$ cat config.mk
export PLATFORM = sky130hd
export DESIGN_NAME = eeprom_switch_config_loader
export DESIGN_NICKNAME = d
export VERILOG_FILES = /design/src/hdl/cfg_loader_pkg.sv /design/src/hdl/eeprom_switch_config_loader.sv
export VERILOG_INCLUDE_DIRS = /design/src /design/src/hdl
export SDC_FILE = /design/constraint.sdc
export NUM_CORES = 1
export LEC_CHECK = 0
export BUFFER_PORTS_ARGS = -buffer_cell sky130_fd_sc_hd__buf_2
export CAP_MARGIN = 15
export CORE_MARGIN = 4
export CORE_UTILIZATION = 53
export DETAILED_ROUTE_END_ITERATION = 8
export GPL_TIMING_DRIVEN = 0
export HOLD_SLACK_MARGIN = 0.12
export PLACE_DENSITY = 0.79
export REMOVE_ABC_BUFFERS = 1
export SYNTH_ARGS = -nofsm -noshare
export SYNTH_HDL_FRONTEND = slang
export SYNTH_SLANG_ARGS = --single-unit
$ cat constraint.sdc
create_clock -name hclk -period 3.02 [get_ports hclk]
set_clock_uncertainty 0.05 [all_clocks]
set_input_delay 0.453 -clock hclk [delete_from_list [all_inputs] [get_ports hclk]]
set_output_delay 0.453 -clock hclk [all_outputs]
set_load 0.005 [all_outputs]
$ cat src/hdl/cfg_loader_params.svh
`ifndef CFG_LOADER_PARAMS_SVH
`define CFG_LOADER_PARAMS_SVH
// Overview of operation
// - With control field 5:4 at 01, word 30 low byte goes to port 3 register 6EH and high byte to 6FH.
// - With control field 7:6 at 01, word 31 low byte goes to register D0H and high byte to D1H.
// - With control field 9:8 at 01, words 32 to 39 fill registers B0H to BFH, low byte even, high byte odd.
// - With control field 11:10 at 01, words 40 to 47 fill registers C0H to CFH, low byte even, high odd.
// - With control field 13:12 at 01, the three low nibbles of word 49 go to bits 2:0 of 6CH of ports 0, 1, 2.
// - Under the same field, word 50 goes to registers 78H and 79H, and word 51 to 7AH and 7BH.
// - Under the same field, only bits 1:0 of word 52 go to bits 1:0 of register 7CH.
// - Each group moves only during the single load after reset and only when its field in word 16 is 01.

// Configuration word numbers.
`define W_CTRL        6'd16
`define W_UP_TAG      6'd30
`define W_VLAN_PRI    6'd31
`define W_VGRP_FIRST  6'd32
`define W_VGRP_LAST   6'd39
`define W_TOS_FIRST   6'd40
`define W_TOS_LAST    6'd47
`define W_RSVD        6'd48
`define W_PSEC        6'd49
`define W_SNOOP1      6'd50
`define W_SNOOP2      6'd51
`define W_SNOOP3      6'd52

// Control word field positions (low bit of each two-bit field).
`define F_TAG_POS     4
`define F_PRI_POS     6
`define F_VGRP_POS    8
`define F_TOS_POS     10
`define F_SEC_POS     12
`define F_ENABLE_CODE 2'b01

// Target switch registers.
`define UP_PORT       2'h3
`define R_VLAN_TAG_LO 8'h6E
`define R_VLAN_PRI_LO 8'hD0
`define R_VGRP_BASE   8'hB0
`define R_TOS_BASE    8'hC0
`define R_PSEC        8'h6C
`define R_SNOOP1_LO   8'h78
`define R_SNOOP2_LO   8'h7A
`define R_SNOOP3      8'h7C
`define M_FULL        8'hFF
`define M_PSEC        8'h07
`define M_SNOOP3      8'h03

// Bus register byte offsets.
`define A_CTRL        8'h00
`define A_STATUS      8'h04
`define A_CTLWORD     8'h08
`define A_WRCOUNT     8'h0C
`endif

$ cat src/hdl/cfg_loader_pkg.sv
package cfg_loader_pkg;
  typedef struct packed {
    logic       global_reg;
    logic [1:0] port;
    logic [7:0] addr;
    logic [7:0] data;
    logic [7:0] mask;
  } cfg_wr_t;

  typedef enum logic [2:0] {
    ST_IDLE,
    ST_FETCH,
    ST_SCAN,
    ST_WRITE,
    ST_DONE
  } load_state_t;
endpackage

$ cat src/hdl/eeprom_switch_config_loader.sv
`timescale 1ns/1ps
`include "cfg_loader_params.svh"
module eeprom_switch_config_loader (
  input  wire logic                   hclk,
  input  wire logic                   hresetn,
  input  wire logic                   ce,
  input  wire logic                   hsel,
  input  wire logic [31:0]            haddr,
  input  wire logic [1:0]             htrans,
  input  wire logic                   hwrite,
  input  wire logic [2:0]             hsize,
  input  wire logic [31:0]            hwdata,
  input  wire logic                   hready,
  output logic                        hreadyout,
  output logic [31:0]                 hrdata,
  output logic                        hresp,
  output logic                        rd_req,
  output logic [5:0]                  rd_word,
  input  wire logic                   rd_ack,
  input  wire logic [15:0]            rd_data,
  output logic                        wr_valid,
  input  wire logic                   wr_ready,
  output cfg_loader_pkg::cfg_wr_t     wr_cmd,
  output logic                        load_done
);
  import cfg_loader_pkg::*;

  load_state_t state_ff;
  load_state_t nxt_state;
  logic [5:0]  word_ff;
  logic [5:0]  nxt_word;
  logic [15:0] data_ff;
  logic [15:0] ctl_ff;
  logic [1:0]  step_ff;
  logic [1:0]  nxt_step;
  cfg_wr_t     cmd_ff;
  logic [15:0] wr_cnt_ff;
  logic        pause_ff;
  logic        aphase_ff;
  logic        awrite_ff;
  logic [7:0]  aaddr_ff;
  logic [31:0] hrdata_ff;

  // Returns the bit position of the control field that governs a word.
  function automatic logic [3:0] field_pos(input logic [5:0] w);
    logic [3:0] p;
    p = 4'(`F_SEC_POS);
    if (w == `W_UP_TAG)
      p = 4'(`F_TAG_POS);
    else if (w == `W_VLAN_PRI)
      p = 4'(`F_PRI_POS);
    else if (w >= `W_VGRP_FIRST && w <= `W_VGRP_LAST)
      p = 4'(`F_VGRP_POS);
    else if (w >= `W_TOS_FIRST && w <= `W_TOS_LAST)
      p = 4'(`F_TOS_POS);
    return p;
  endfunction

  function automatic logic group_on(input logic [5:0] w, input logic [15:0] c);
    return c[field_pos(w) +: 2] == `F_ENABLE_CODE;
  endfunction

  function automatic logic [1:0] last_step(input logic [5:0] w);
    logic [1:0] n;
    n = 2'h1;
    if (w == `W_PSEC)
      n = 2'h2;
    else if (w == `W_SNOOP3)
      n = 2'h0;
    return n;
  endfunction

  // Builds the byte write for step s of word w holding data d.
  function automatic cfg_wr_t make_cmd(input logic [5:0] w, input logic [1:0] s,
                                       input logic [15:0] d);
    cfg_wr_t    c;
    logic [5:0] o;
    c.global_reg = 1'b1;
    c.port       = 2'h0;
    c.mask       = `M_FULL;
    c.data       = s[0] ? d[15:8] : d[7:0];
    c.addr       = 8'h00;
    o            = 6'h00;
    if (w == `W_UP_TAG) begin
      c.global_reg = 1'b0;
      c.port       = `UP_PORT;
      c.addr       = `R_VLAN_TAG_LO + {7'h00, s[0]};
    end else if (w == `W_VLAN_PRI) begin
      c.addr = `R_VLAN_PRI_LO + {7'h00, s[0]};
    end else if (w >= `W_VGRP_FIRST && w <= `W_VGRP_LAST) begin
      o      = w - `W_VGRP_FIRST;
      c.addr = `R_VGRP_BASE | {4'h0, o[2:0], s[0]};
    end else if (w >= `W_TOS_FIRST && w <= `W_TOS_LAST) begin
      o      = w - `W_TOS_FIRST;
      c.addr = `R_TOS_BASE | {4'h0, o[2:0], s[0]};
    end else if (w == `W_PSEC) begin
      c.global_reg = 1'b0;
      c.port       = s;
      c.addr       = `R_PSEC;
      c.mask       = `M_PSEC;
      case (s)
        2'h0:    c.data = {5'h00, d[2:0]};
        2'h1:    c.data = {5'h00, d[6:4]};
        default: c.data = {5'h00, d[10:8]};
      endcase
    end else if (w == `W_SNOOP1) begin
      c.addr = `R_SNOOP1_LO + {7'h00, s[0]};
    end else if (w == `W_SNOOP2) begin
      c.addr = `R_SNOOP2_LO + {7'h00, s[0]};
    end else if (w == `W_SNOOP3) begin
      c.addr = `R_SNOOP3;
      c.mask = `M_SNOOP3;
      c.data = {6'h00, d[1:0]};
    end
    return c;
  endfunction

  // Handshakes are gated by the clock enable so that no transfer completes while frozen.
  wire in_fetch  = (state_ff == ST_FETCH);
  wire in_write  = (state_ff == ST_WRITE);
  wire got_word  = in_fetch && rd_ack && ce;
  wire wr_accept = in_write && wr_ready && ce;
  wire cur_on    = group_on(word_ff, ctl_ff);
  wire cur_last  = (step_ff == last_step(word_ff));
  wire past_end  = (word_ff > `W_SNOOP3);

  assign rd_req    = in_fetch && ce;
  assign rd_word   = word_ff;
  assign wr_valid  = in_write && ce;
  assign wr_cmd    = cmd_ff;
  assign load_done = (state_ff == ST_DONE);

  always_comb begin
    nxt_state = state_ff;
    nxt_word  = word_ff;
    nxt_step  = step_ff;
    case (state_ff)
      ST_IDLE: begin
        nxt_state = ST_FETCH;
        nxt_word  = `W_CTRL;
      end
      ST_FETCH: begin
        if (got_word) begin
          nxt_step  = 2'h0;
          nxt_state = (word_ff == `W_CTRL) ? ST_SCAN : ST_WRITE;
          if (word_ff == `W_CTRL)
            nxt_word = `W_UP_TAG;
        end
      end
      ST_SCAN: begin
        // Disabled groups are never fetched, so their registers keep reset values.
        if (past_end)
          nxt_state = ST_DONE;
        else if (word_ff == `W_RSVD || !cur_on)
          nxt_word = word_ff + 6'h01;
        else if (!pause_ff)
          nxt_state = ST_FETCH;
      end
      ST_WRITE: begin
        if (wr_accept) begin
          if (cur_last) begin
            nxt_state = ST_SCAN;
            nxt_word  = word_ff + 6'h01;
          end else begin
            nxt_step = step_ff + 2'h1;
          end
        end
      end
      ST_DONE:
        nxt_state = ST_DONE;
      default:
        nxt_state = ST_DONE;
    endcase
  end

  wire [15:0] cmd_src  = (word_ff == `W_CTRL) ? data_ff : rd_data;
  wire        load_cmd = (got_word && word_ff != `W_CTRL) || (wr_accept && !cur_last);

  always_ff @(posedge hclk or negedge hresetn) begin
    if (!hresetn) begin
      state_ff <= ST_IDLE;
      word_ff  <= 6'h00;
      step_ff  <= 2'h0;
    end else if (ce) begin
      state_ff <= nxt_state;
      word_ff  <= nxt_word;
      step_ff  <= nxt_step;
    end
  end

  always_ff @(posedge hclk or negedge hresetn) begin
    if (!hresetn) begin
      data_ff <= 16'h0000;
      ctl_ff  <= 16'h0000;
    end else if (got_word) begin
      if (word_ff == `W_CTRL)
        ctl_ff <= rd_data;
      else
        data_ff <= rd_data;
    end
  end

  always_ff @(posedge hclk or negedge hresetn) begin
    if (!hresetn)
      cmd_ff <= '0;
    else if (ce && load_cmd)
      cmd_ff <= make_cmd(word_ff, nxt_step, got_word ? cmd_src : data_ff);
  end

  always_ff @(posedge hclk or negedge hresetn) begin
    if (!hresetn)
      wr_cnt_ff <= 16'h0000;
    else if (wr_accept)
      wr_cnt_ff <= wr_cnt_ff + 16'h0001;
  end

  // Bus slave: zero wait states, read data registered into the data phase.
  wire        ahb_take = hsel && htrans[1] && hready && ce;
  wire [31:0] status_w = {16'h0000, 2'h0, word_ff, 5'h00, pause_ff, load_done,
                          (state_ff != ST_DONE)};
  wire [31:0] rd_mux   = (haddr[7:0] == `A_CTRL)    ? {31'h0, pause_ff} :
                         (haddr[7:0] == `A_STATUS)  ? status_w :
                         (haddr[7:0] == `A_CTLWORD) ? {16'h0000, ctl_ff} :
                         (haddr[7:0] == `A_WRCOUNT) ? {16'h0000, wr_cnt_ff} :
                         32'h00000000;
  wire        ctrl_wr  = aphase_ff && awrite_ff && (aaddr_ff == `A_CTRL) && ce;

  assign hreadyout = 1'b1;
  assign hresp     = 1'b0;
  assign hrdata    = hrdata_ff;

  always_ff @(posedge hclk or negedge hresetn) begin
    if (!hresetn) begin
      aphase_ff <= 1'b0;
      awrite_ff <= 1'b0;
      aaddr_ff  <= 8'h00;
      hrdata_ff <= 32'h00000000;
    end else if (ce) begin
      aphase_ff <= ahb_take;
      awrite_ff <= hwrite;
      aaddr_ff  <= haddr[7:0];
      if (ahb_take && !hwrite)
        hrdata_ff <= rd_mux;
    end
  end

  always_ff @(posedge hclk or negedge hresetn) begin
    if (!hresetn)
      pause_ff <= 1'b0;
    else if (ctrl_wr)
      pause_ff <= hwdata[0];
  end
endmodule

; Yosys cells after proc, flatten, opt, wreduce, memory -nomap -nowiden
; Index checks and enable logic that the tools add are counted.
[op_classes]
add_sub_neg = 9
magnitude_cmp = 5
eq_ne = 28
shifts = 1
mux = 51
n_reduce_logical = 32
[ops]
columns = operator, count
row1 = $mux 16, 12
row2 = $mux 8, 6
row3 = $mux 6, 6
row4 = $mux 3, 11
row5 = $eq 6x6->1 const B, 5
row6 = $add 7x1->8 const A, 3
row7 = $mux 24, 1
row8 = $pmux 6 s4, 1
row9 = $mux 23, 1
row10 = $eq 6x5->1 const B, 3
row11 = $logic_and 1x1->1, 18
row12 = $add 16x1->16 const B, 1
row13 = $eq 8x4->1 const B, 2
row14 = $logic_not 8->1, 2
row15 = $shiftx 16x5->2, 1
row16 = $ge 6x6->1 const B, 2
row17 = $le 6x6->1 const B, 2
row18 = $mux 4, 3
row19 = $pmux 3 s4, 1
row20 = $mux 11, 1
row21 = $ne 3x3->1 const B, 3
row22 = $add 7x2->8 const A, 1
row23 = $eq 8x3->1 const B, 1
row24 = $mux 2, 4
row25 = 23 further kinds, 35
[word_totals]
ff_bits = 129

; Longest topological paths before layout
[depth]
word_depth = 16
depth_mapped = 10
ltp_nobuf = 8

; Worst setup path after synthesis
; No wires, ideal clock.
[synth_timing]
path_kind = reg2reg
from = register word_ff[0], in the netlist rd_word[0]
to = register word_ff[1], in the netlist rd_word[1]
t_arrival_ns = 2.488
required_ns = 2.842
slack_ns = 0.354
path_stages_with_launch = 10
synth_period_minus_slack_ns = 2.666
path_cell_list = dfrtp_1 > inv_1 > ha_1 > mux2_4 > and3_1 > or2_1 > a311oi_4 > or3_1 > buf_4 > mux2_1
[synth_via]
elab_chain_cells = 12
word_cells_on_any_way = 35
[synth_lines]
columns = item, line
row1 = "start, declared", eeprom_switch_config_loader.sv:30  ; logic [5:0] word_ff;
row2 = "start signal, assigned", eeprom_switch_config_loader.sv:186  ; word_ff <= nxt_word;
row3 = $ge 6x6->1 (no line) or $le 6x6->1 (tied branches), --
row4 = $logic_and 1x1->1 (no line), --
row5 = $mux 3, eeprom_switch_config_loader.sv:54  ; else if (w >= `W_TOS_FIRST && w <= `W_TOS_LAST)
row6 = $mux 4, eeprom_switch_config_loader.sv:52  ; else if (w >= `W_VGRP_FIRST && w <= `W_VGRP_LAST)
row7 = $mux 4, eeprom_switch_config_loader.sv:50  ; else if (w == `W_VLAN_PRI)
row8 = $mux 4, eeprom_switch_config_loader.sv:48  ; if (w == `W_UP_TAG)
row9 = $shiftx 16x5->2, eeprom_switch_config_loader.sv:60  ; return c[field_pos(w) +: 2] == `F_ENABLE_CODE;
row10 = $eq 2x1->1 (no line), --
row11 = $logic_not 1->1, eeprom_switch_config_loader.sv:154  ; else if (word_ff == `W_RSVD || !cur_on)
row12 = $logic_or 1x1->1, eeprom_switch_config_loader.sv:154
row13 = $ne 2x2->1 (no line), --
row14 = $reduce_and 8->1 (no line), --
; Parallel ways exist; a longest one is shown, timed or not. The select of a mux whose other input is x is not followed.
; A chain may end at the register's enable or synchronous reset.

; Worst setup path in the final report
; Ends and elaborated chain as after synthesis.

==> results_dict.tcl <==
set metrics [dict create \
    cts.sinks 108 \
    final_cell_area_um2 6351 \
    routedWlPerCell_um 17.60 \
    final.fill_count 887 \
    wirelength_um 13550 \
    min_from "rd_data[3]" \
    synth-xor-area-share_pct 2.437 \
    layout_min_cycle_time_ns 2.897 \
    antenna_found_initial 0 \
    yosysWarnings 0 \
    syn_area_um2 5749 \
    ys_seq_elements 108 \
    synth_ff_type "dfrtp_1" \
    ant_nets 0 \
    synth.mux.area_fraction_pct 11.16 \
    cp-end-kind "flop" \
    die_h_um 112.2 \
    run_status "completed" \
    post-place-ws_ns -0.2810 \
    gp_congestion 0.8752 \
    ir_worst_vdd_uv 354.8 \
    drc 0 \
    synth_compound_area_share_pct 14.36 \
    start_util_pct 54.95 \
    fmax_mhz 345.2 \
    rr_startpoint "rd_word[0]" \
    fp-row-count 37 \
    grt_pass1_vias 4321 \
    arrival_ns 3.11 \
    crit_required_ns 3.23 \
    maxCapViolCount 0 \
    reg2reg_setup_slack_ns 0.12 \
    dp.cells 752 \
    cts-buffers-inserted 9 \
    core_um2 10460 \
    yosysUniqueCellTypes 68 \
    grt_setup_unrepaired "false" \
    r2r-end "rd_word[1]" \
    syn_area_per_cell_um2 10.12 \
    synth_seq_area_share_pct 47.01 \
    worstHoldPathCells 2 \
    viasPerCell 5.770 \
    start_kind "flop" \
    setup_viol 0 \
    cts_tree "yes" \
    grt_pass1_wl_um 22360 \
    antenna_cells 0 \
    synth_fa_ha_area_share_pct 1.088 \
    final_cells 770 \
    synth-simple-area-share_pct 16.58 \
    hp-class "in -> reg" \
    tightest_slew_ns 0.8221 \
    drtIter0Drc 345 \
    dp_hpwl_um 9982 \
    hold_violations 0 \
    ios 163 \
    clk_pin_slew_ns 0.12 \
    power_leakage_nw 3.072 \
    hold_end "ctl_ff[3]" \
    vias 4443 \
    grt-ovfl-total 0 \
    rr_worst_depth 8 \
    synth-edff-count 0 \
    slew_viol_final 0 \
    drt_pre_antenna_iters 4 \
    chipWidth_um 112.2 \
    finalCritPeriodShare_pct 95.93 \
    nets 727 \
    dpl_cell_area_um2 6110 \
    tns_ns 0 \
    async_reset_ff_share_pct 100.0 \
    clockBufferDepth 2 \
    syn2layout_area_growth_pct 10.47 \
    die-area_um2 12580 \
    drive_gt1_share_pct 25.55 \
    cts.htree.levels 3 \
    p_per_area_nw_per_um2 392.4 \
    syn_inst 568 \
    grt.total_usage_pct 21.66 \
    crit_type "reg -> reg" \
    setup_ws_ns 0.1229 \
    slew-limit-headroom_pct 45.19 \
    clock_latency_ns 0.38 \
    cp_max_fo 9 \
    port_buffers 85 \
    grt_max_degree 60 \
    synth_top_family_by_area "simple AND/OR/NAND/NOR gates" \
    cts-root-buf "clkbuf_8" \
]
[metal layers]
metal	wire, µm	GRT usage [%]	share of wire (%)	vias to the layer above
met5	0	0	0	-
met3	676	3.504	5.0	18
met1	6231	30.90	46	2171
li1	-	-	-	2112
met4	220	5.689	1.6	0
met2	6425	34.64	47	142
[layout make-up]
type | count | area [µm²] | share of cell area [%]
flip-flops and latches | 108 | 2710 | 42.67
multi-input cells | 398 | 2708 | 42.63
repair buffers | 88 | 473.0 | 7.447
well taps | 136 | 170.2 | 2.679
clock buffers | 10 | 137.6 | 2.167
inverters | 24 | 90.09 | 1.418
clock inverters | 6 | 62.56 | 0.9850
[logic make-up after synthesis]
kind of cell / after synthesis
DFF: 108
adders and majority gates: 5
muxes: 59
other: 2
and+or+nand+nor: 178
xor gates and xnor gates: 16
AOI/OAI and AO/OA: 122
buffers and inverters: 78
[cell usage after synthesis, types with 2 or more instances]
cell type  number  share of area, %
nand3b_1        7              0.91
o21ai_0        33               2.9
inv_1          24               1.6
a22oi_1         8               1.0
mux2_2         36               7.1
dfrtp_1       108                47
nor2b_1         7              0.76
and3_1          8              0.87
nand4_1         4              0.44
o31ai_1        10               1.3
or2_1           2              0.22
buf_4          27               3.5
a21boi_0        2              0.26
nand2_1        54               3.5
nor3_1         18               1.6
a211oi_1        3              0.39
nor2_1         23               1.5
a2111oi_0       2              0.30
xnor2_1        13               2.0
clkbuf_1       12              0.78
buf_1           3              0.20
nand2b_4        3              0.72
o21a_1          2              0.26
or4_1           2              0.26
or2_2           2              0.22
ha_1            5               1.1
and4_1          2              0.30
xor2_1          3              0.46
a31oi_1         6              0.65
nand2b_1        8              0.87
or3_1           4              0.44
mux2i_1        21               3.7
a21oi_1        29               2.5
nand3_1        19               1.7
buf_2          11              0.96
o211ai_1        4              0.52
nor4_1          6              0.65
conb_1          2              0.13
a21o_1          2              0.26
o31a_1          4              0.61
o41ai_1         2              0.30
[report_power, final]
group	internal [mW]	switching [mW]	leakage (nW)
clock	0.345	0.552	0.102
sequential	1.46	0.00957	1.44
combinational	0.0453	0.0794	1.53
total	1.85	0.641	3.07
[sequential cells by signal (all words and copies together), names as in the netlist]
register and cells:
aaddr_ff 8, aphase_ff 1, awrite_ff 1, ctl_ff 16, data_ff 16, hrdata 16
pause_ff 1, rd_word 6, state_ff 3, step_ff 2, wr_cmd 22, wr_cnt_ff 16
[worst max path at each step]
stage	startpoint	endpoint
2_1_floorplan	rd_word[0]	wr_cmd[8]
3_3_place_gp	rd_word[0]	wr_cmd[9]
3_5_place_dp	rd_word[0]	wr_cmd[24]
4_1_cts	state_ff[1]	wr_cmd[10]
5_1_grt	rd_word[0]	rd_word[1]
6_report	rd_word[0]	rd_word[1]
[critical path: stages (launching register included)]
cell	delay, ns
dfrtp_2	0.49
inv_1	0.12
ha_1	0.29
mux2_4	0.29
and3_1	0.19
or2_1	0.25
a311oi_4	0.46
or3_1	0.30
mux2_1	0.34
[metrics by stage]
stage	total power [mW]	hold WS [ns]	util, %
after detailed placement	1.623	0.4150	58.40
after floorplan	1.536	0.1074	-
after global placement	1.613	0.4101	58.11
final	2.492	0.2572	60.70
after CTS	2.499	0.2598	60.58
after global routing	2.590	0.2633	60.70
[placed cells by master, fill, tap and decap left out, drive strengths merged, types with 5 or more instances in the layout]
master | netlist | final
a31oi | 6 | 6
mux2 | 38 | 38
and3 | 8 | 8
dfrtp | 108 | 108
clkbuf | 12 | 10
mux2i | 21 | 21
nor3 | 19 | 19
buf | 42 | 87
xnor2 | 13 | 13
nor4 | 7 | 7
conb | 2 | 18
a22oi | 8 | 8
a21oi | 29 | 29
nand3 | 19 | 19
o21ai | 34 | 34
inv | 24 | 27
nor2b | 7 | 7
nor2 | 24 | 24
nand2b | 11 | 11
nand3b | 7 | 7
ha | 5 | 5
o31ai | 10 | 10
nand2 | 54 | 54
[repair_timing]
| item | in CTS | in global routing |
|---|---|---|
| pin swaps | 1 | 2 |
| setup endpoints to repair | 20 | 22 |
| gates cloned | 0 | 0 |
| gates resized for setup | 4 | 6 |
| setup buffers | 1 | 0 |
| hold buffers | 1 | 0 |
| hold endpoints to repair | 9 | 0 |
No activity file was read; power rests on OpenSTA's default activity.
